<file path="src/verilog/asr_defs.vh">
// Register offsets, bit positions and reset values for the async serial port
`ifndef ASR_DEFS_VH
`define ASR_DEFS_VH

`define ASR_ADDR_W 4
`define ASR_OFF_RCV_STAT 4'h0
`define ASR_OFF_TX_BUF 4'h1
`define ASR_OFF_TX_STAT 4'h2
`define ASR_OFF_BAUD_CTRL 4'h3
`define ASR_OFF_DIV_HIGH 4'h4
`define ASR_OFF_DIV_LOW 4'h5
`define ASR_OFF_RX_BUF 4'h6
`define ASR_OFF_PERIPH_FLAG 4'h7
`define ASR_OFF_PERIPH_EN 4'h8
`define ASR_OFF_IRQ_CTRL 4'h9

// Receive status/control bits
`define ASR_RS_SERIAL_PORT_ENABLE 7
`define ASR_RS_RX9 6
`define ASR_RS_CONTINUOUS_RECEIVE_ENABLE 4
`define ASR_RS_FRAMING_ERROR 2
`define ASR_RS_OVERRUN_ERROR 1
`define ASR_RS_RECEIVED_NINTH_BIT 0
// Transmit status/control bits
`define ASR_TS_TX9 6
`define ASR_TS_TRANSMIT_ENABLE 5
`define ASR_TS_SYNC 4
`define ASR_TS_HIGH_SPEED_BAUD_SELECT 2
`define ASR_TS_SHIFT_REGISTER_EMPTY 1
`define ASR_TS_TRANSMIT_NINTH_BIT 0
// Baud control bits
`define ASR_BC_WIDE_BAUD_GENERATOR_SELECT 3
// Peripheral flag / enable bits
`define ASR_PF_RECEIVE_COMPLETE_FLAG 5
`define ASR_PF_TRANSMIT_BUFFER_EMPTY_FLAG 4
// Interrupt control bits
`define ASR_IC_GIE 7
`define ASR_IC_PERIPHERAL_IRQ_ENABLE 6

`define ASR_RST_BYTE 8'h00
`define ASR_RST_TX_STAT 8'h02
`define ASR_OVS_LAST 4'hf
`define ASR_OVS_MID 4'h7
`define ASR_PRE64_LAST 2'h3
`define ASR_TX_CNT_8 4'h9
`define ASR_TX_CNT_9 4'ha
`define ASR_RX_LAST_8 4'h7
`define ASR_RX_LAST_9 4'h8
`define ASR_TRANSMIT_BUFFER_EMPTY_FLAG_SETTLE 2'h2

`endif

</file>
<file path="src/verilog/asr_baud_gen.v">
// Baud tick generator: 8/16-bit divider of ref_clk with x16 sample ticks
`timescale 1ns/1ps
`include "asr_defs.vh"
module asr_baud_gen
(
  input wire ref_clk,
  input wire reset,
  input wire run,
  input wire wide_sel,
  input wire high_speed,
  input wire [15:0] divisor,
  output reg tick16_reg
);
  reg [15:0] cnt_reg;
  reg [1:0] pre_reg;
  wire [15:0] limit;
  wire div_done;
  wire x64;

  // Divider of 8 or 16 bits from the divisor pair
  assign limit = wide_sel ? divisor : {8'h00, divisor[7:0]};
  assign div_done = (cnt_reg == 16'h0000);
  // Without either select bit the generator runs at x64; prescale by four
  assign x64 = ~wide_sel & ~high_speed;

  always @(posedge ref_clk)
  begin
    if (reset || !run)
    begin
      cnt_reg <= 16'h0000;
      pre_reg <= 2'h0;
      tick16_reg <= 1'b0;
    end
    else
    begin
      tick16_reg <= 1'b0;
      if (div_done)
      begin
        cnt_reg <= limit;
        if (!x64 || pre_reg == `ASR_PRE64_LAST)
        begin
          pre_reg <= 2'h0;
          tick16_reg <= 1'b1;
        end
        else
          pre_reg <= pre_reg + 2'h1;
      end
      else
        cnt_reg <= cnt_reg - 16'h0001;
    end
  end
endmodule // asr_baud_gen

</file>
<file path="src/verilog/asr_receiver.v">
// Receiver: x16 data recovery and frame shifter
`timescale 1ns/1ps
`include "asr_defs.vh"
module asr_receiver
(
  input wire ref_clk,
  input wire reset,
  input wire run,
  input wire tick16,
  input wire nine_bit,
  input wire rx_in,
  output reg done_reg,
  output reg [8:0] data_reg,
  output reg stop_ok_reg
);
  localparam ST_IDLE = 2'd0;
  localparam ST_START = 2'd1;
  localparam ST_DATA = 2'd2;
  localparam ST_STOP = 2'd3;
  reg [1:0] state_reg;
  reg [3:0] ovs_reg;
  reg [3:0] bit_reg;
  wire mid;

  assign mid = tick16 && (ovs_reg == `ASR_OVS_MID);

  // Sample at x16; one bit decision per sixteen ticks
  always @(posedge ref_clk)
  begin
    if (reset || !run)
    begin
      state_reg <= ST_IDLE;
      ovs_reg <= 4'h0;
      bit_reg <= 4'h0;
      done_reg <= 1'b0;
      data_reg <= 9'h000;
      stop_ok_reg <= 1'b0;
    end
    else
    begin
      done_reg <= 1'b0;
      if (tick16 && state_reg != ST_IDLE)
        ovs_reg <= ovs_reg + 4'h1;
      case (state_reg)
        ST_IDLE:
          if (!rx_in)
          begin
            state_reg <= ST_START;
            ovs_reg <= 4'h0;
          end
        ST_START:
          if (mid)
          begin
            // Glitch shorter than half a bit is rejected
            state_reg <= rx_in ? ST_IDLE : ST_DATA;
            bit_reg <= 4'h0;
          end
        ST_DATA:
          if (mid)
          begin
            // LSb arrives first; shift in from the top
            if (nine_bit)
              data_reg <= {rx_in, data_reg[8:1]};
            else
              data_reg <= {1'b0, rx_in, data_reg[7:1]};
            bit_reg <= bit_reg + 4'h1;
            if (bit_reg == (nine_bit ? `ASR_RX_LAST_9 : `ASR_RX_LAST_8))
              state_reg <= ST_STOP;
          end
        default:
          if (mid)
          begin
            stop_ok_reg <= rx_in;
            done_reg <= 1'b1;
            state_reg <= ST_IDLE;
          end
      endcase
    end
  end
endmodule // asr_receiver

</file>
<file path="src/verilog/asr_serial_port.v">
// Async serial port top: registers, transmitter, receive buffer and flags
//
// The implementer's own choices: the register addresses and the address-and-strobe port.
`timescale 1ns/1ps
`include "asr_defs.vh"
module asr_serial_port
(
  input wire ref_clk,
  input wire reset,
  input wire [`ASR_ADDR_W-1:0] reg_addr,
  input wire [7:0] reg_wdata,
  input wire reg_write,
  input wire reg_read,
  output reg [7:0] reg_rdata_reg,
  input wire rx_pin,
  output reg tx_pin_reg,
  output reg tx_pin_oe_reg,
  output reg irq_reg
);
  localparam TX_IDLE = 2'd0;
  localparam TX_LOAD = 2'd1;
  localparam TX_SHIFT = 2'd2;

  reg [7:0] rcv_ctrl_reg;
  reg [7:0] tx_ctrl_reg;
  reg [7:0] baud_ctrl_reg;
  reg [7:0] div_high_reg;
  reg [7:0] div_low_reg;
  reg [7:0] periph_en_reg;
  reg [7:0] irq_ctrl_reg;
  reg [7:0] transmit_buffer_reg;
  reg transmit_ninth_bit_reg;
  reg buf_full_reg;
  reg [1:0] transmit_buffer_empty_flag_hold_reg;
  reg [10:0] transmit_shift_register_reg;
  reg [3:0] tx_bits_reg;
  reg [3:0] tx_ovs_reg;
  reg [1:0] tx_state_reg;
  reg [7:0] receive_buffer_reg;
  reg received_ninth_bit_reg;
  reg receive_complete_flag_reg;
  reg framing_error_reg;
  reg overrun_error_reg;
  reg rx_s1_reg;
  reg rx_s2_reg;
  reg rx_s3_reg;
  reg rx_clean_reg;
  reg [7:0] rdata_next;

  wire port_on;
  wire tx_on;
  wire rx_on;
  wire tick16;
  wire rx_done;
  wire [8:0] rx_data;
  wire rx_stop_ok;
  wire shifter_empty;
  wire buffer_empty_flag;
  wire wr_txbuf;
  wire rd_rxbuf;

  // Index match shared by the strobe decoders
  function addr_hit;
    input [`ASR_ADDR_W-1:0] a;
    input [`ASR_ADDR_W-1:0] off;
    begin
      addr_hit = (a == off);
    end
  endfunction

  // Shift count for one frame: start plus eight or nine data bits
  function [3:0] frame_count;
    input nine;
    begin
      frame_count = nine ? `ASR_TX_CNT_9 : `ASR_TX_CNT_8;
    end
  endfunction

  // Port alive only with enable set and clocked mode clear
  assign port_on = rcv_ctrl_reg[`ASR_RS_SERIAL_PORT_ENABLE] & ~tx_ctrl_reg[`ASR_TS_SYNC];
  assign tx_on = port_on & tx_ctrl_reg[`ASR_TS_TRANSMIT_ENABLE];
  assign rx_on = port_on & rcv_ctrl_reg[`ASR_RS_CONTINUOUS_RECEIVE_ENABLE];
  assign wr_txbuf = reg_write && addr_hit(reg_addr, `ASR_OFF_TX_BUF);
  assign rd_rxbuf = reg_read && addr_hit(reg_addr, `ASR_OFF_RX_BUF);
  assign shifter_empty = (tx_state_reg != TX_SHIFT);
  // Flag set regardless of its enable; held low until settle counter ends
  // Low while the transmitter is off, so enabling it sets the flag at once
  assign buffer_empty_flag = tx_on & ~buf_full_reg & (transmit_buffer_empty_flag_hold_reg == 2'h0);

  // One generator feeds both directions
  asr_baud_gen u_baud
  (
    .ref_clk(ref_clk),
    .reset(reset),
    .run(port_on),
    .wide_sel(baud_ctrl_reg[`ASR_BC_WIDE_BAUD_GENERATOR_SELECT]),
    .high_speed(tx_ctrl_reg[`ASR_TS_HIGH_SPEED_BAUD_SELECT]),
    .divisor({div_high_reg, div_low_reg}),
    .tick16_reg(tick16)
  );

  asr_receiver u_rx
  (
    .ref_clk(ref_clk),
    .reset(reset),
    .run(rx_on && !overrun_error_reg),
    .tick16(tick16),
    .nine_bit(rcv_ctrl_reg[`ASR_RS_RX9]),
    .rx_in(rx_clean_reg),
    .done_reg(rx_done),
    .data_reg(rx_data),
    .stop_ok_reg(rx_stop_ok)
  );

  // Three-stage pin sync; change accepted when stages two and three agree
  always @(posedge ref_clk)
  begin
    if (reset)
    begin
      rx_s1_reg <= 1'b1;
      rx_s2_reg <= 1'b1;
      rx_s3_reg <= 1'b1;
      rx_clean_reg <= 1'b1;
    end
    else
    begin
      rx_s1_reg <= rx_pin;
      rx_s2_reg <= rx_s1_reg;
      rx_s3_reg <= rx_s2_reg;
      if (rx_s2_reg == rx_s3_reg)
        rx_clean_reg <= rx_s3_reg;
    end
  end

  // Register writes
  always @(posedge ref_clk)
  begin
    if (reset)
    begin
      rcv_ctrl_reg <= `ASR_RST_BYTE;
      tx_ctrl_reg <= `ASR_RST_BYTE;
      baud_ctrl_reg <= `ASR_RST_BYTE;
      div_high_reg <= `ASR_RST_BYTE;
      div_low_reg <= `ASR_RST_BYTE;
      periph_en_reg <= `ASR_RST_BYTE;
      irq_ctrl_reg <= `ASR_RST_BYTE;
      transmit_buffer_reg <= `ASR_RST_BYTE;
      transmit_ninth_bit_reg <= 1'b0;
    end
    else if (reg_write)
    begin
      if (reg_addr == `ASR_OFF_RCV_STAT)
        rcv_ctrl_reg <= reg_wdata;
      else if (reg_addr == `ASR_OFF_TX_STAT)
      begin
        tx_ctrl_reg <= reg_wdata;
        // Ninth bit must be written before the data byte
        transmit_ninth_bit_reg <= reg_wdata[`ASR_TS_TRANSMIT_NINTH_BIT];
      end
      else if (reg_addr == `ASR_OFF_BAUD_CTRL)
        baud_ctrl_reg <= reg_wdata;
      else if (reg_addr == `ASR_OFF_DIV_HIGH)
        div_high_reg <= reg_wdata;
      else if (reg_addr == `ASR_OFF_DIV_LOW)
        div_low_reg <= reg_wdata;
      else if (reg_addr == `ASR_OFF_PERIPH_EN)
        periph_en_reg <= reg_wdata;
      else if (reg_addr == `ASR_OFF_IRQ_CTRL)
        irq_ctrl_reg <= reg_wdata;
      else if (reg_addr == `ASR_OFF_TX_BUF)
        transmit_buffer_reg <= reg_wdata;
    end
  end

  // Transmit buffer handoff and shifter
  always @(posedge ref_clk)
  begin
    if (reset || !tx_on)
    begin
      buf_full_reg <= 1'b0;
      transmit_buffer_empty_flag_hold_reg <= 2'h0;
      tx_state_reg <= TX_IDLE;
      transmit_shift_register_reg <= 11'h7ff;
      tx_bits_reg <= 4'h0;
      tx_ovs_reg <= 4'h0;
    end
    else
    begin
      if (transmit_buffer_empty_flag_hold_reg != 2'h0)
        transmit_buffer_empty_flag_hold_reg <= transmit_buffer_empty_flag_hold_reg - 2'h1;
      if (wr_txbuf)
      begin
        // A write starts transmission; flag settles two cycles later
        buf_full_reg <= 1'b1;
        transmit_buffer_empty_flag_hold_reg <= `ASR_TRANSMIT_BUFFER_EMPTY_FLAG_SETTLE;
      end
      case (tx_state_reg)
        TX_IDLE:
          if (buf_full_reg)
            tx_state_reg <= TX_LOAD;
        TX_LOAD:
        begin
          // One-cycle move frees the buffer
          // Frame: stop, optional ninth, data, start; parity never computed
          if (tx_ctrl_reg[`ASR_TS_TX9])
            transmit_shift_register_reg <= {1'b1, transmit_ninth_bit_reg,
              transmit_buffer_reg, 1'b0};
          else
            transmit_shift_register_reg <= {2'b11, transmit_buffer_reg, 1'b0};
          tx_bits_reg <= frame_count(tx_ctrl_reg[`ASR_TS_TX9]);
          tx_ovs_reg <= 4'h0;
          if (!wr_txbuf)
            buf_full_reg <= 1'b0;
          tx_state_reg <= TX_SHIFT;
        end
        default:
          if (tick16)
          begin
            tx_ovs_reg <= tx_ovs_reg + 4'h1;
            if (tx_ovs_reg == `ASR_OVS_LAST)
            begin
              // LSb first out of the bottom
              transmit_shift_register_reg <= {1'b1, transmit_shift_register_reg[10:1]};
              if (tx_bits_reg == 4'h0)
                // Reload only after stop bit has gone
                tx_state_reg <= buf_full_reg ? TX_LOAD : TX_IDLE;
              else
                tx_bits_reg <= tx_bits_reg - 4'h1;
            end
          end
      endcase
    end
  end

  // Receive buffer, flags and errors
  always @(posedge ref_clk)
  begin
    if (reset || !port_on)
    begin
      receive_buffer_reg <= `ASR_RST_BYTE;
      received_ninth_bit_reg <= 1'b0;
      receive_complete_flag_reg <= 1'b0;
      framing_error_reg <= 1'b0;
      overrun_error_reg <= 1'b0;
    end
    else
    begin
      if (rd_rxbuf)
        receive_complete_flag_reg <= 1'b0;
      if (!rcv_ctrl_reg[`ASR_RS_CONTINUOUS_RECEIVE_ENABLE])
      begin
        framing_error_reg <= 1'b0;
        overrun_error_reg <= 1'b0;
      end
      else if (rx_done)
      begin
        if (receive_complete_flag_reg && !rd_rxbuf)
          overrun_error_reg <= 1'b1;
        else
        begin
          // Completion set wins over a same-cycle read
          receive_complete_flag_reg <= 1'b1;
          receive_buffer_reg <= rx_data[7:0];
          received_ninth_bit_reg <= rx_data[8] & rcv_ctrl_reg[`ASR_RS_RX9];
          framing_error_reg <= ~rx_stop_ok;
        end
      end
    end
  end

  // Read mux; data appears the cycle after the strobe
  always @*
  begin
    rdata_next = 8'h00;
    if (reg_addr == `ASR_OFF_RCV_STAT)
      rdata_next = {rcv_ctrl_reg[7:3], framing_error_reg, overrun_error_reg,
        received_ninth_bit_reg};
    else if (reg_addr == `ASR_OFF_TX_STAT)
      rdata_next = {tx_ctrl_reg[7:2], shifter_empty, tx_ctrl_reg[0]};
    else if (reg_addr == `ASR_OFF_BAUD_CTRL)
      rdata_next = baud_ctrl_reg;
    else if (reg_addr == `ASR_OFF_DIV_HIGH)
      rdata_next = div_high_reg;
    else if (reg_addr == `ASR_OFF_DIV_LOW)
      rdata_next = div_low_reg;
    else if (reg_addr == `ASR_OFF_RX_BUF)
      rdata_next = receive_buffer_reg;
    else if (reg_addr == `ASR_OFF_PERIPH_FLAG)
      rdata_next = {2'b00, receive_complete_flag_reg, buffer_empty_flag, 4'h0};
    else if (reg_addr == `ASR_OFF_PERIPH_EN)
      rdata_next = periph_en_reg;
    else if (reg_addr == `ASR_OFF_IRQ_CTRL)
      rdata_next = irq_ctrl_reg;
    else if (reg_addr == `ASR_OFF_TX_BUF)
      rdata_next = transmit_buffer_reg;
  end

  always @(posedge ref_clk)
  begin
    if (reset)
    begin
      reg_rdata_reg <= 8'h00;
      tx_pin_reg <= 1'b1;
      tx_pin_oe_reg <= 1'b0;
      irq_reg <= 1'b0;
    end
    else
    begin
      reg_rdata_reg <= reg_read ? rdata_next : 8'h00;
      // Idle high outside a frame pin released when port off
      // Gated by tx_on so a frame cut by disable never leaves the line low
      tx_pin_reg <= (tx_on && tx_state_reg == TX_SHIFT) ? transmit_shift_register_reg[0] : 1'b1;
      tx_pin_oe_reg <= port_on;
      // Gated by each enable and the global pair
      irq_reg <= irq_ctrl_reg[`ASR_IC_GIE] & irq_ctrl_reg[`ASR_IC_PERIPHERAL_IRQ_ENABLE] &
        ((receive_complete_flag_reg & periph_en_reg[`ASR_PF_RECEIVE_COMPLETE_FLAG]) |
        (buffer_empty_flag & tx_on & periph_en_reg[`ASR_PF_TRANSMIT_BUFFER_EMPTY_FLAG]));
    end
  end
endmodule // asr_serial_port

</file>
<file path="config.mk">
export PLATFORM = sky130hd
export DESIGN_NAME = asr_serial_port
export DESIGN_NICKNAME = d
export VERILOG_FILES = /design/src/verilog/asr_baud_gen.v /design/src/verilog/asr_receiver.v /design/src/verilog/asr_serial_port.v
export VERILOG_INCLUDE_DIRS = /design/src /design/src/verilog
export SDC_FILE = /design/constraint.sdc
export NUM_CORES = 1
export LEC_CHECK = 0
export CAP_MARGIN = 20
export CORE_MARGIN = 4
export CORE_UTILIZATION = 29
export CTS_CLUSTER_SIZE = 40
export DETAILED_ROUTE_END_ITERATION = 7
export DONT_BUFFER_PORTS = 1
export PLACE_DENSITY_LB_ADDON = 0.12
export SLEW_MARGIN = 20
export SYNTH_ARGS = -nofsm -noshare
export SYNTH_HDL_FRONTEND = slang
export SYNTH_SLANG_ARGS = --single-unit
</file>
<file path="constraint.sdc">
create_clock -name ref_clk -period 2.4 [get_ports ref_clk]
set_input_delay 0.12 -clock ref_clk [delete_from_list [all_inputs] [get_ports ref_clk]]
set_output_delay 0.12 -clock ref_clk [all_outputs]
set_load 0.1 [all_outputs]
</file>
; ---- Word level (Yosys, flattened, before mapping)
; Cells that the tools add are included.
[classes]
add_sub_neg = 7
n_mul = 0
div = 0
order_cmp = 0
n_eq_ne = 25
shifts = 0
muxes = 56
bitwise_logic = 32
reduce_logical = 59
[op_table]
columns = operator, n
row1 = $mux 8, 10
row2 = $mux 4, 10
row3 = $mux 16, 2
row4 = $mux 2, 14
row5 = $pmux 4 s2, 3
row6 = $mux 11, 2
row7 = $pmux 11 s2, 1
row8 = $eq 4x3->1 const B, 5
row9 = $not 1->1, 19
row10 = $logic_not 16->1, 1
row11 = $sub 16x1->16 const B, 1
row12 = $reduce_bool 2->1, 7
row13 = $add 4x1->4 const B, 3
row14 = $and 1x1->1, 12
row15 = $eq 4x4->1 const B, 3
row16 = $reduce_and 2->1, 6
row17 = $reduce_and 3->1, 4
row18 = $reduce_and 4->1, 3
row19 = $mux 1, 10
row20 = $mux 10, 1
row21 = $reduce_and 5->1, 2
row22 = $reduce_or 2->1, 5
row23 = $mux 9, 1
row24 = $reduce_and 9->1, 1
row25 = 25 further kinds, 53
[totals]
reg_bits = 156
latchBits = 0
ramBits = 0
romBits = 0
inputBits = 17
out_inout_bits = 11
elab_cells = 217
memories = 0

; ---- Depth between registers and ports, before layout
; Gate-level depths: netlist of the first run.
[logic_depth]
depth_word = 12
mapped_depth = 9
depth_no_buf = 7

; ---- By module
; Synthesis of the first run repeated with hierarchy kept, for this count alone.
[unflattened]
cells_unflattened = 822
hier_area_um2 = 6935.4
[by_module_without_submodules]
columns = mod, n_inst, cells_per_inst, area_per_inst_um2, seq_area_each_um2
row1 = asr_serial_port, 1, 582, 4927.2, 2202.1
row2 = asr_baud_gen, 1, 123, 1043.5, 380.4
row3 = asr_receiver, 1, 117, 964.7, 420.4

; ---- Worst setup path after synthesis of the first run
; OpenSTA, ideal clock, no wires.
[synth_path]
kind = flip-flop to flip-flop
from = register u_baud.cnt_reg[3]
to = register u_baud.cnt_reg[6]
setup_ps = 128
arrival_time_ps = 1783
required_time_ps = 2272
setup_slack_ps = 490
stages_incl_launch_ff = 8
n_path_buf = 2
period_less_slack_ps = 1910
path_cell_list = dfxtp_1 nor4_4 nand4_2 or4_1 buf_2 buf_6 o21ai_0 nor2_1
[synth_between]
elab_chain_cells = 2
elab_cells_between_ends = 3
classes_between = 1 x add/sub / 1 x mux / 1 x reduce/logical
[synth_rtl]
columns = item, line
row1 = from (decl), asr_baud_gen.v:14  ; reg [15:0] cnt_reg;
row2 = from (signal assigned), asr_baud_gen.v:39  ; cnt_reg <= limit;
row3 = from (signal assigned), asr_baud_gen.v:49  ; cnt_reg <= cnt_reg - 16'h0001;
row4 = $sub 16x1->16 / $logic_not 16->1 (equally long branches), "asr_baud_gen.v:49, asr_baud_gen.v:22"
row5 = $mux 16 (*), asr_baud_gen.v:37  ; if (div_done)
; Every way passes the cells marked *; elsewhere a longest branch is shown, timed or not.
; A chain may end at the register's enable or synchronous reset.

; ---- Final worst setup path of the first run
[layout_path]
from = register tx_ctrl_reg[5]
to = register reg_rdata_reg[4]
[layout_between]
elab_chain_cells = 10
[layout_rtl]
columns = item, line
row1 = from (decl), asr_serial_port.v:25  ; reg [7:0] tx_ctrl_reg;
row2 = from (signal assigned), asr_serial_port.v:141  ; tx_ctrl_reg <= `ASR_RST_BYTE;
row3 = from (signal assigned), asr_serial_port.v:156  ; tx_ctrl_reg <= reg_wdata;
row4 = $and 1x1->1, asr_serial_port.v:81  ; assign tx_on = port_on & tx_ctrl_reg[`ASR_TS_TRANSMIT_ENABLE];
row5 = $and 1x1->1 (2 in series), asr_serial_port.v:88  ; assign buffer_empty_flag = tx_on & ~buf_full_reg & (transmit_buffer_empty_flag_hold_reg == 2'h0);
row6 = $mux 8, asr_serial_port.v:288  ; else if (reg_addr == `ASR_OFF_PERIPH_FLAG)
row7 = $mux 8, asr_serial_port.v:286  ; else if (reg_addr == `ASR_OFF_RX_BUF)
row8 = $mux 8, asr_serial_port.v:284  ; else if (reg_addr == `ASR_OFF_DIV_LOW)
row9 = $mux 8, asr_serial_port.v:282  ; else if (reg_addr == `ASR_OFF_DIV_HIGH)
row10 = $mux 8, asr_serial_port.v:280  ; else if (reg_addr == `ASR_OFF_BAUD_CTRL)
row11 = $mux 8, asr_serial_port.v:278  ; else if (reg_addr == `ASR_OFF_TX_STAT)
row12 = $mux 8, asr_serial_port.v:275  ; if (reg_addr == `ASR_OFF_RCV_STAT)
row13 = to (signal assigned), asr_serial_port.v:309  ; reg_rdata_reg <= reg_read ? rdata_next : 8'h00;
row14 = to (decl), asr_serial_port.v:14  ; output reg [7:0] reg_rdata_reg,
; Every way passes these cells.

==> results of run 1 <==
[cells in the mapped netlist, types with 8 or more instances]
| library cell | n | area [sq um] |
|---|---|---|
| dfxtp_1 | 150 | 3000 |
| nor2_1 | 109 | 409 |
| nand2_1 | 95 | 357 |
| mux2i_1 | 72 | 721 |
| a21oi_1 | 68 | 340 |
| clkbuf_1 | 37 | 139 |
| o21ai_0 | 31 | 155 |
| nand3_1 | 28 | 140 |
| nor3_1 | 17 | 85.1 |
| inv_1 | 12 | 45.0 |
| and3_1 | 11 | 68.8 |
| nor2b_1 | 11 | 68.8 |
| nand2b_1 | 10 | 62.6 |
| nand4_1 | 9 | 56.3 |
| o22ai_1 | 9 | 56.3 |
| or2_2 | 8 | 50.1 |
| xor2_1 | 8 | 70.1 |
[kinds of logic (layout without fill, tap and decap cells)]
logic type / count (synthesis) / in the layout / share of synthesized area
DFF: 150 / 150 / 0.440
muxes: 74 / 74 / 0.111
and+or+nand+nor: 334 / 334 / 0.237
adders and majority gates: 7 / 7 / 0.0128
xor gates and xnor gates: 13 / 13 / 0.0167
AOI/OAI and AO/OA: 159 / 159 / 0.146
buffers and inverters: 64 / 82 / 0.0376
[through the flow]
| stage | worst slack (ns) | instance area (sq um) | total power [mW] | hold WS [ns] |
|---|---|---|---|---|
| after floorplan | 0.490 | 6830 | 2.74 | 0.224 |
| after global placement | 0.376 | 7120 | 2.73 | 0.198 |
| after detailed placement | 0.392 | 7120 | 2.73 | 0.201 |
| after CTS | 0.368 | 7960 | 5.51 | 0.00226 |
| after global routing | 0.268 | 7960 | 5.62 | 0.0229 |
| final | 0.403 | 7960 | 5.43 | 0.0225 |
[layer usage]
layer,track usage,wire (microns),vias to the layer above
li1,-,-,2820
met1,0.205,9360,2751
met2,0.245,9120,110
met3,0.0370,953,25
met4,0.0520,418,0
met5,0,0,-
[worst paths after layout]
check	start	end	slack, ns
worst max-delay path	tx_ctrl_reg[5]$_SDFFE_PP0P_	reg_rdata_reg[4]$_SDFF_PP0_	0.40
worst min-delay path	reg_write	rcv_ctrl_reg[6]$_SDFFE_PP0P_	0.02
worst max register to register	tx_ctrl_reg[5]$_SDFFE_PP0P_	reg_rdata_reg[4]$_SDFF_PP0_	0.40
worst min register to register	rx_s1_reg$_SDFF_PP1_	rx_s2_reg$_SDFF_PP1_	0.42
[power by group through the flow]
| stage | sequential (mW) | combinational [mW] | clock (mW) |
|---|---|---|---|
| 2_1_floorplan | 2.59 | 0.147 | 0 |
| 3_3_place_gp | 2.60 | 0.134 | 0 |
| 3_5_place_dp | 2.60 | 0.134 | 0 |
| 4_1_cts | 2.54 | 0.205 | 2.76 |
| 5_1_grt | 2.54 | 0.224 | 2.85 |
| 6_report | 2.54 | 0.205 | 2.68 |
[final cells by class]
type	count	area, sq um
fill	2411	15000
multi-input combinational	587	3570
sequential	150	3000
clock buffer	19	453
tap	313	392
timing repair buffer	37	350
clock inverter	13	145
inverter	13	48.8
[critical path: stages (launching register included)]
cell and delay (ns):
dfxtp_1 0.51, nand2b_1 0.10, nor4_1 0.29, buf_4 0.20, nand2_1 0.05, and3_1 0.16, o31ai_1 0.44, buf_4 0.19
==> impl_metrics.json, run 1 <==
{
  "status": "finished, final reports clean",
  "p_sw_mw": 1.24,
  "mostFrequentLayoutCells": "dfxtp_1, nor2_1, nand2_1, mux2i_1, a21oi_1",
  "cts_hold_buf": 22,
  "grt_pass1_wl_mm": 31.7,
  "clock_path_buffers": 2,
  "reg2reg_depth": 7,
  "ant_nets": 0,
  "syn_to_final_growth_pct": 16.6,
  "clkLatencyLatePin_ns": 0.42,
  "dp_hpwl_mm": 13.9,
  "setup_viol": 0,
  "combPwrFrac": 0.038,
  "largest_reg_flops": 16,
  "dpl.cell_count": 1078,
  "grt_overflow": 0,
  "drc": 0,
  "fp.dieH_microns": 161,
  "post-cts-setup-buffers": 0,
  "diodes": 0,
  "drt_wl_total_mm": 19.9,
  "drtPass1Iterations": 5,
  "cts_tree": "built",
  "fin_cells": 1132,
  "max_cap_violations": 0,
  "ir_drop_uv": 460,
  "dr.first_iter.drc_count": 262,
  "layout_commonest_cell": "dfxtp_1",
  "fin_crit_sh": 0.832,
  "routed_via_density": 5.04,
  "yosysWarnings": 0,
  "relSlewSlack": 0.338,
  "antenna_found_initial": 0,
  "end_kind": "flip-flop",
  "via_count": 5706,
  "clockRootBuffer": "clkbuf_16",
  "rsz0062_at_grt": "false",
  "std_cell_rows": 55,
  "final_util": 0.347,
  "pwr-share-seq": 0.468,
  "drive_above_1_share": 0.0891,
  "hold_viol": 0,
  "cp.arrival_ns": 2.36,
  "cts-buffers-inserted": 17,
  "ioPinCount": 28,
  "grt_pass1_vias": 5557,
  "synth_nets": 825,
  "place.gp.congestion": 0.937,
  "clock.fmax_mhz": 501,
  "synth-edff-count": 0,
  "postSynthCellCount": 801,
  "p_int_mw": 4.18,
  "hp-class": "in2reg",
  "setup_tns_ns": 0,
  "ys_types": 65,
  "syn_area_sq_um": 6830,
  "start_util": 0.298,
  "yosys_most_used_dff": "dfxtp_1",
  "clk_pin_slew_worst_paths_ns": 0.06,
  "wl_per_cell_microns": 17.5,
  "p_clk_frac": 0.494,
  "critPathKind": "reg2reg",
  "grt_max_degree": 68,
  "ys_seq_elements": 150,
  "grtUsageTotal": 0.154,
  "switching_share": 0.229,
  "power_density_nw_per_um2": 682,
  "cp.required_ns": 2.77,
  "cts_max_level": 4,
  "ys_seq_area_frac": 0.440,
  "cp-start-kind": "flip-flop",
  "postSynthAreaPerCell_sq_um": 8.52,
  "async_reset_ff_frac": 0,
  "cts_sinks": 150,
  "core_region_area_sq_um": 22900,
  "cp_max_fo": 6,
  "die-area_sq_um": 26100,
  "final_nets": 830,
  "worstMarginPinSlew_ns": 0.991,
  "min_path_cells": 3,
  "io_buffers": 0,
  "fin_worst_skew_ns": 0.00986,
  "cts_resized": 0,
  "dieWidth_microns": 161,
  "power.leakage_nw": 3.04,
  "drv_slew": 0,
  "period_minus_slack_ns": 2.00
}
Note: power is estimated with default switching activity, not from simulation.
==> run 2, diff against run 1 <==
==> constraint.sdc (replaced) <==
create_clock -name ref_clk -period 1.89 [get_ports ref_clk]
set_input_delay 0.0945 -clock ref_clk [delete_from_list [all_inputs] [get_ports ref_clk]]
set_output_delay 0.0945 -clock ref_clk [all_outputs]
set_load 0.1 [all_outputs]
==> run 2 against run 1 <==
  * Cell area increased by 3.5%
  * Total power grew 29%
  * Sequential cell count stayed put
  * Fmax increased by 12%
  * Critical path depth shrank 1
  * Clock skew grew 0.0014 ns
  * Routed wire length up 3.3%
  * Sequential share of layout area fell by 1.3 points
  * Core utilization rose by 1.2 points
  * Critical path type unchanged
  * Highest routed layer unchanged
==> impl_metrics.json, run 2 (synthesized netlist as in run 1, its figures left out) <==
{
  "setup_viol": 0,
  "clkLatencyLatePin_ns": 0.43,
  "pwr-share-seq": 0.458,
  "clock.fmax_mhz": 558,
  "cp_cell_sequence": "nor4_4 -> nand4_2 -> or4_4 -> buf_6 -> nor2_1 -> a211oi_2",
  "hold_ws_ns": 0.0173,
  "antenna_found_initial": 0,
  "p_int_mw": 5.31,
  "status": "finished, final reports clean",
  "drive_above_1_share": 0.122,
  "grt_pass1_vias": 5697,
  "via_count": 5840,
  "post-cts-setup-buffers": 0,
  "p_clk_frac": 0.499,
  "setup_tns_ns": 0,
  "syn_to_final_growth_pct": 20.6,
  "place.gp.congestion": 0.860,
  "layout_commonest_cell": "dfxtp_1",
  "ir_drop_uv": 513,
  "cts_max_level": 4,
  "r2r-start": "u_baud.cnt_reg[3]$_SDFF_PP0_",
  "hp-start": "reset",
  "cp-start-kind": "flip-flop",
  "hold_viol": 0,
  "end_kind": "flip-flop",
  "die-area_sq_um": 26100,
  "cts-buffers-inserted": 17,
  "relSlewSlack": 0.597,
  "fin_crit_sh": 0.947,
  "power_density_nw_per_um2": 849,
  "rrSetupSlack_ns": 0.1,
  "p_sw_mw": 1.67,
  "clock_path_buffers": 2,
  "fin_worst_skew_ns": 0.0113,
  "power.leakage_nw": 3.21,
  "cts_sinks": 150,
  "cts_tree": "built",
  "regToRegEndpoint": "u_baud.cnt_reg[7]$_SDFF_PP0_",
  "critPathKind": "reg2reg",
  "power_mw": 6.99,
  "final_util": 0.359,
  "cp.required_ns": 2.19,
  "dr.first_iter.drc_count": 394,
  "hold_end": "rcv_ctrl_reg[5]$_SDFFE_PP0P_",
  "switching_share": 0.240,
  "io_buffers": 0,
  "core_region_area_sq_um": 22900,
  "drt_wl_total_mm": 20.5,
  "reg2reg_depth": 6,
  "cp.arrival_ns": 2.09,
  "drc": 0,
  "cp_max_fo": 15,
  "rsz0062_at_grt": "false",
  "clockRootBuffer": "clkbuf_16",
  "dp_slack_ns": -0.107,
  "routed_via_density": 5.02,
  "period_minus_slack_ns": 1.79,
  "hp-class": "in2reg",
  "crit_path_max_incr_delay_ns": 0.44,
  "drtPass1Iterations": 5,
  "min_path_cells": 2,
  "ioPinCount": 28,
  "fp.dieH_microns": 161,
  "grtUsageTotal": 0.161,
  "drv_slew": 0,
  "dp_hpwl_mm": 14.3,
  "diodes": 0,
  "num-fill-cells": 2352,
  "wl_per_cell_microns": 17.6,
  "grt_max_degree": 67,
  "final_nets": 861,
  "ant_nets": 0,
  "grt_pass1_wl_mm": 32.9,
  "combPwrFrac": 0.043,
  "start_util": 0.298,
  "worstMarginPinSlew_ns": 0.605,
  "clk_pin_slew_worst_paths_ns": 0.07,
  "grt_overflow": 0,
  "dieWidth_microns": 161,
  "setup_slack_ns": 0.0993,
  "mostFrequentLayoutCells": "dfxtp_1, nor2_1, nand2_1, mux2i_1, a21oi_1",
  "max_cap_violations": 0,
  "cpMaxStageDelayCell": "or4_4",
  "largest_reg_flops": 16,
  "std_cell_rows": 55
}
[run 2: area by class of cell]
class	count	area, sq um	share of cell area
clock buffers	18	439	0.0533
inverters	13	48.8	0.00593
multi-input cells	587	3580	0.435
well taps	313	392	0.0476
flip-flops and latches	150	3000	0.365
repair buffers	68	609	0.0740
clock inverters	14	163	0.0198
[run 2: how the worst max path moves through the flow]
stage / from / endpoint / slack, ns / cells past startpoint
after floorplan: u_baud.cnt_reg[4]$_SDFF_PP0_ / u_baud.cnt_reg[6]$_SDFF_PP0_ / 0.003 / 7
after global placement: tx_ctrl_reg[5]$_SDFFE_PP0P_ / reg_rdata_reg[4]$_SDFF_PP0_ / -0.05 / 7
after detailed placement: tx_ctrl_reg[5]$_SDFFE_PP0P_ / reg_rdata_reg[4]$_SDFF_PP0_ / -0.11 / 7
after CTS: tx_ctrl_reg[5]$_SDFFE_PP0P_ / reg_rdata_reg[4]$_SDFF_PP0_ / 0.06 / 7
after global routing: u_baud.cnt_reg[3]$_SDFF_PP0_ / u_baud.cnt_reg[6]$_SDFF_PP0_ / 0.0003 / 6
final: u_baud.cnt_reg[3]$_SDFF_PP0_ / u_baud.cnt_reg[7]$_SDFF_PP0_ / 0.1 / 6
[run 2: per-stage QoR]
step	cell area (sq um)	std cells
floorplan	6830	801
global placement	7340	1105
CTS	8220	1163
detailed placement	7340	1105
global route	8230	1163
finish	8230	1163
[run 2: repair_timing]
| action | in CTS | in global routing |
|---|---|---|
| endpoints found under the setup margin | 1 | 9 |
| cloned | 0 | 0 |
| pin swaps | 0 | 2 |
| resized for setup | 1 | 5 |
| endpoints found under the hold margin | 71 | 0 |
| hold buffers | 26 | 0 |
[run 2: layer usage]
metal	part of all wire	wire length, microns	track usage
met3	0.047	968	0.0311
met4	0.019	390	0.0566
met2	0.47	9740	0.262
met1	0.46	9410	0.213
met5	0	0	0
[run 2: power groups by stage]
stage / Clock (mW) / Sequential, mW / Combinational (mW)
after global placement: 0 / 3.27 / 0.204
final: 3.49 / 3.20 / 0.299
after floorplan: 0 / 3.29 / 0.187
after CTS: 3.59 / 3.20 / 0.299
after detailed placement: 0 / 3.27 / 0.204
after global routing: 3.72 / 3.20 / 0.320
[run 2: worst max-delay path: cells and delay by family, from the launching register on]
kind	cells	cell delay, ns
compound gates	1	0.06
buf+inv	1	0.17
flops	1	0.36
simple gates	4	1.08
==> run 3, diff against run 2 <==
==> constraint.sdc (replaced) <==
create_clock -name ref_clk -period 1.89 [get_ports ref_clk]
set_input_delay 0 -clock ref_clk [delete_from_list [all_inputs] [get_ports ref_clk]]
set_output_delay 0 -clock ref_clk [all_outputs]
set_load 0.1 [all_outputs]
==> run 3 against run 2 <==
  * Clock power shrank 7.2%
  * Routed wire length is 2.0% higher
  * Via count rose by 1.2%
  * Cell count up 0.69%
  * Worst setup slack got worse by 0.051 ns
  * Critical path depth is 1 lower
  * Die area unchanged
  * Clock-buffer cell count rose by 4
  * Sequential share of layout area down 0.24 points
  * Clock skew is 0.0016 ns lower
  * Largest cell class unchanged
  * Highest routed layer unchanged
==> impl_metrics.json, run 3 (synthesized netlist as in run 1, its figures left out) <==
{
  "status": "finished, final reports clean",
  "drive_above_1_share": 0.119,
  "post-cts-setup-buffers": 0,
  "cp-start-kind": "primary input",
  "grt_pass1_wl_mm": 33.4,
  "worstMarginPinSlew_ns": 0.632,
  "drc": 0,
  "wl_per_cell_microns": 17.9,
  "cp_max_fo": 8,
  "final_util": 0.362,
  "diodes": 0,
  "cts_tree": "built",
  "antenna_found_initial": 1,
  "core_region_area_sq_um": 22900,
  "die-area_sq_um": 26100,
  "start_util": 0.298,
  "clock_path_buffers": 2,
  "power_density_nw_per_um2": 816,
  "fp.dieH_microns": 161,
  "via_count": 5908,
  "cts_sinks": 150,
  "crit_path_max_incr_delay_ns": 0.84,
  "hp-class": "in2reg",
  "power.leakage_nw": 3.27,
  "max_cap_violations": 0,
  "dr.first_iter.drc_count": 380,
  "ioPinCount": 28,
  "fin_worst_skew_ns": 0.00971,
  "cts-buffers-inserted": 17,
  "std_cell_rows": 55,
  "syn_to_final_growth_pct": 21.4,
  "ant_nets": 0,
  "mostFrequentLayoutCells": "dfxtp_1, nor2_1, nand2_1, mux2i_1, a21oi_1",
  "drt_wl_total_mm": 20.9,
  "clkLatencyLatePin_ns": 0.42,
  "place.gp.congestion": 0.907,
  "crit_path_frequent_cell": "dlygate4sd3_1",
  "cp.arrival_ns": 2.21,
  "clockRootBuffer": "clkbuf_16",
  "routed_via_density": 5.05,
  "fin_crit_sh": 0.974,
  "drv_slew": 0,
  "final_nets": 869,
  "layout_commonest_cell": "dfxtp_1",
  "postLayoutCellArea_sq_um": 8290,
  "end_kind": "flip-flop",
  "placed_area_sq_um": 7340,
  "critPathKind": "in2reg",
  "rrSetupSlack_ns": 0.11,
  "largest_reg_flops": 16,
  "dp_hpwl_mm": 14.4,
  "clk_pin_slew_worst_paths_ns": 0.06,
  "grt_pass1_vias": 5905,
  "ir_drop_uv": 578,
  "grtUsageTotal": 0.164,
  "grt_overflow": 0,
  "cpMaxStageDelayCell": "dlygate4sd3_1",
  "period_minus_slack_ns": 1.84,
  "setup_viol": 0,
  "cp_cell_sequence": "dlygate4sd3_1 -> nand3_1 -> dlygate4sd3_1 -> a21oi_1 -> dlygate4sd3_1",
  "io_buffers": 0,
  "clock.fmax_mhz": 543,
  "cts_max_level": 4,
  "hold_viol": 0,
  "grt_max_degree": 69,
  "dieWidth_microns": 161,
  "drtPass1Iterations": 7,
  "relSlewSlack": 0.568,
  "cp.required_ns": 2.26
}
## run 3: changes by cell type in the layout (fill, tap and decap cells not counted), moves of 2 or more
| cell | change |
|---|---|
| clkbuf_1 | +4 |
| dlygate4sd3_1 | +3 |
| dlymetal6s4s_1 | +5 |
| inv_6 | -2 |
| inv_8 | -2 |
## run 3: routing by layer
layer / wire [microns] / vias to the layer above / track usage
met3: 890 / 33 / 0.0316
met1: 9600 / 2823 / 0.214
met5: 0 / - / 0
met4: 608 / 0 / 0.0729
li1: - / 2911 / -
met2: 9820 / 141 / 0.262
## run 3: final timing paths
| kind | end | cells past startpoint | startpoint |
|---|---|---|---|
| max | rcv_ctrl_reg[7]$_SDFFE_PP0P_ | 5 | reg_wdata[7] |
| min | receive_complete_flag_reg$_SDFF_PP0_ | 3 | reg_addr[1] |
| max reg2reg | u_baud.cnt_reg[6]$_SDFF_PP0_ | 6 | u_baud.cnt_reg[6]$_SDFF_PP0_ |
| min reg2reg | rx_s2_reg$_SDFF_PP1_ | 1 | rx_s1_reg$_SDFF_PP1_ |
## run 3: what timing repair did
action,4_1_cts,5_1_grt
hold endpoints to repair,77,1
resized for setup,0,13
endpoints found under the setup margin,0,16
hold buffers,33,1
## run 3: critical path, delay by kind of cell
family                 cells  cell delay, ns
AND/OR/NAND/NOR            1            0.11
buffers and inverters      3            1.98
AO/OA/AOI/OAI              1            0.12
## run 3: area by class of cell
cell class / instances / area [sq um]
Fill cell: 2362 / 14600
Sequential cell: 150 / 3000
Tap cell: 313 / 392
Clock inverter: 10 / 96.3
Timing Repair Buffer: 76 / 702
Inverter: 13 / 48.8
Multi-Input combinational cell: 587 / 3590
Clock buffer: 22 / 454
## run 3: power by group
part	total [mW]	internal [mW]	switching (mW)
registers	3.20	3.18	0.0174
logic	0.320	0.119	0.201
clock network	3.24	1.85	1.39
## run 3: stage by stage
stage	setup slack (ns)	std cells	power, mW	setup TNS, ns	hold slack (ns)
3_5_place_dp	0.0204	1105	3.48	0	0.0802
5_1_grt	-0.0726	1171	7.00	-0.172	0.00607
4_1_cts	0.000782	1170	6.85	0	0.00815
2_1_floorplan	0.00310	801	3.47	0	0.104
3_3_place_gp	-0.0186	1105	3.48	-0.0186	0.0785
6_report	0.0485	1171	6.76	0	0.0207
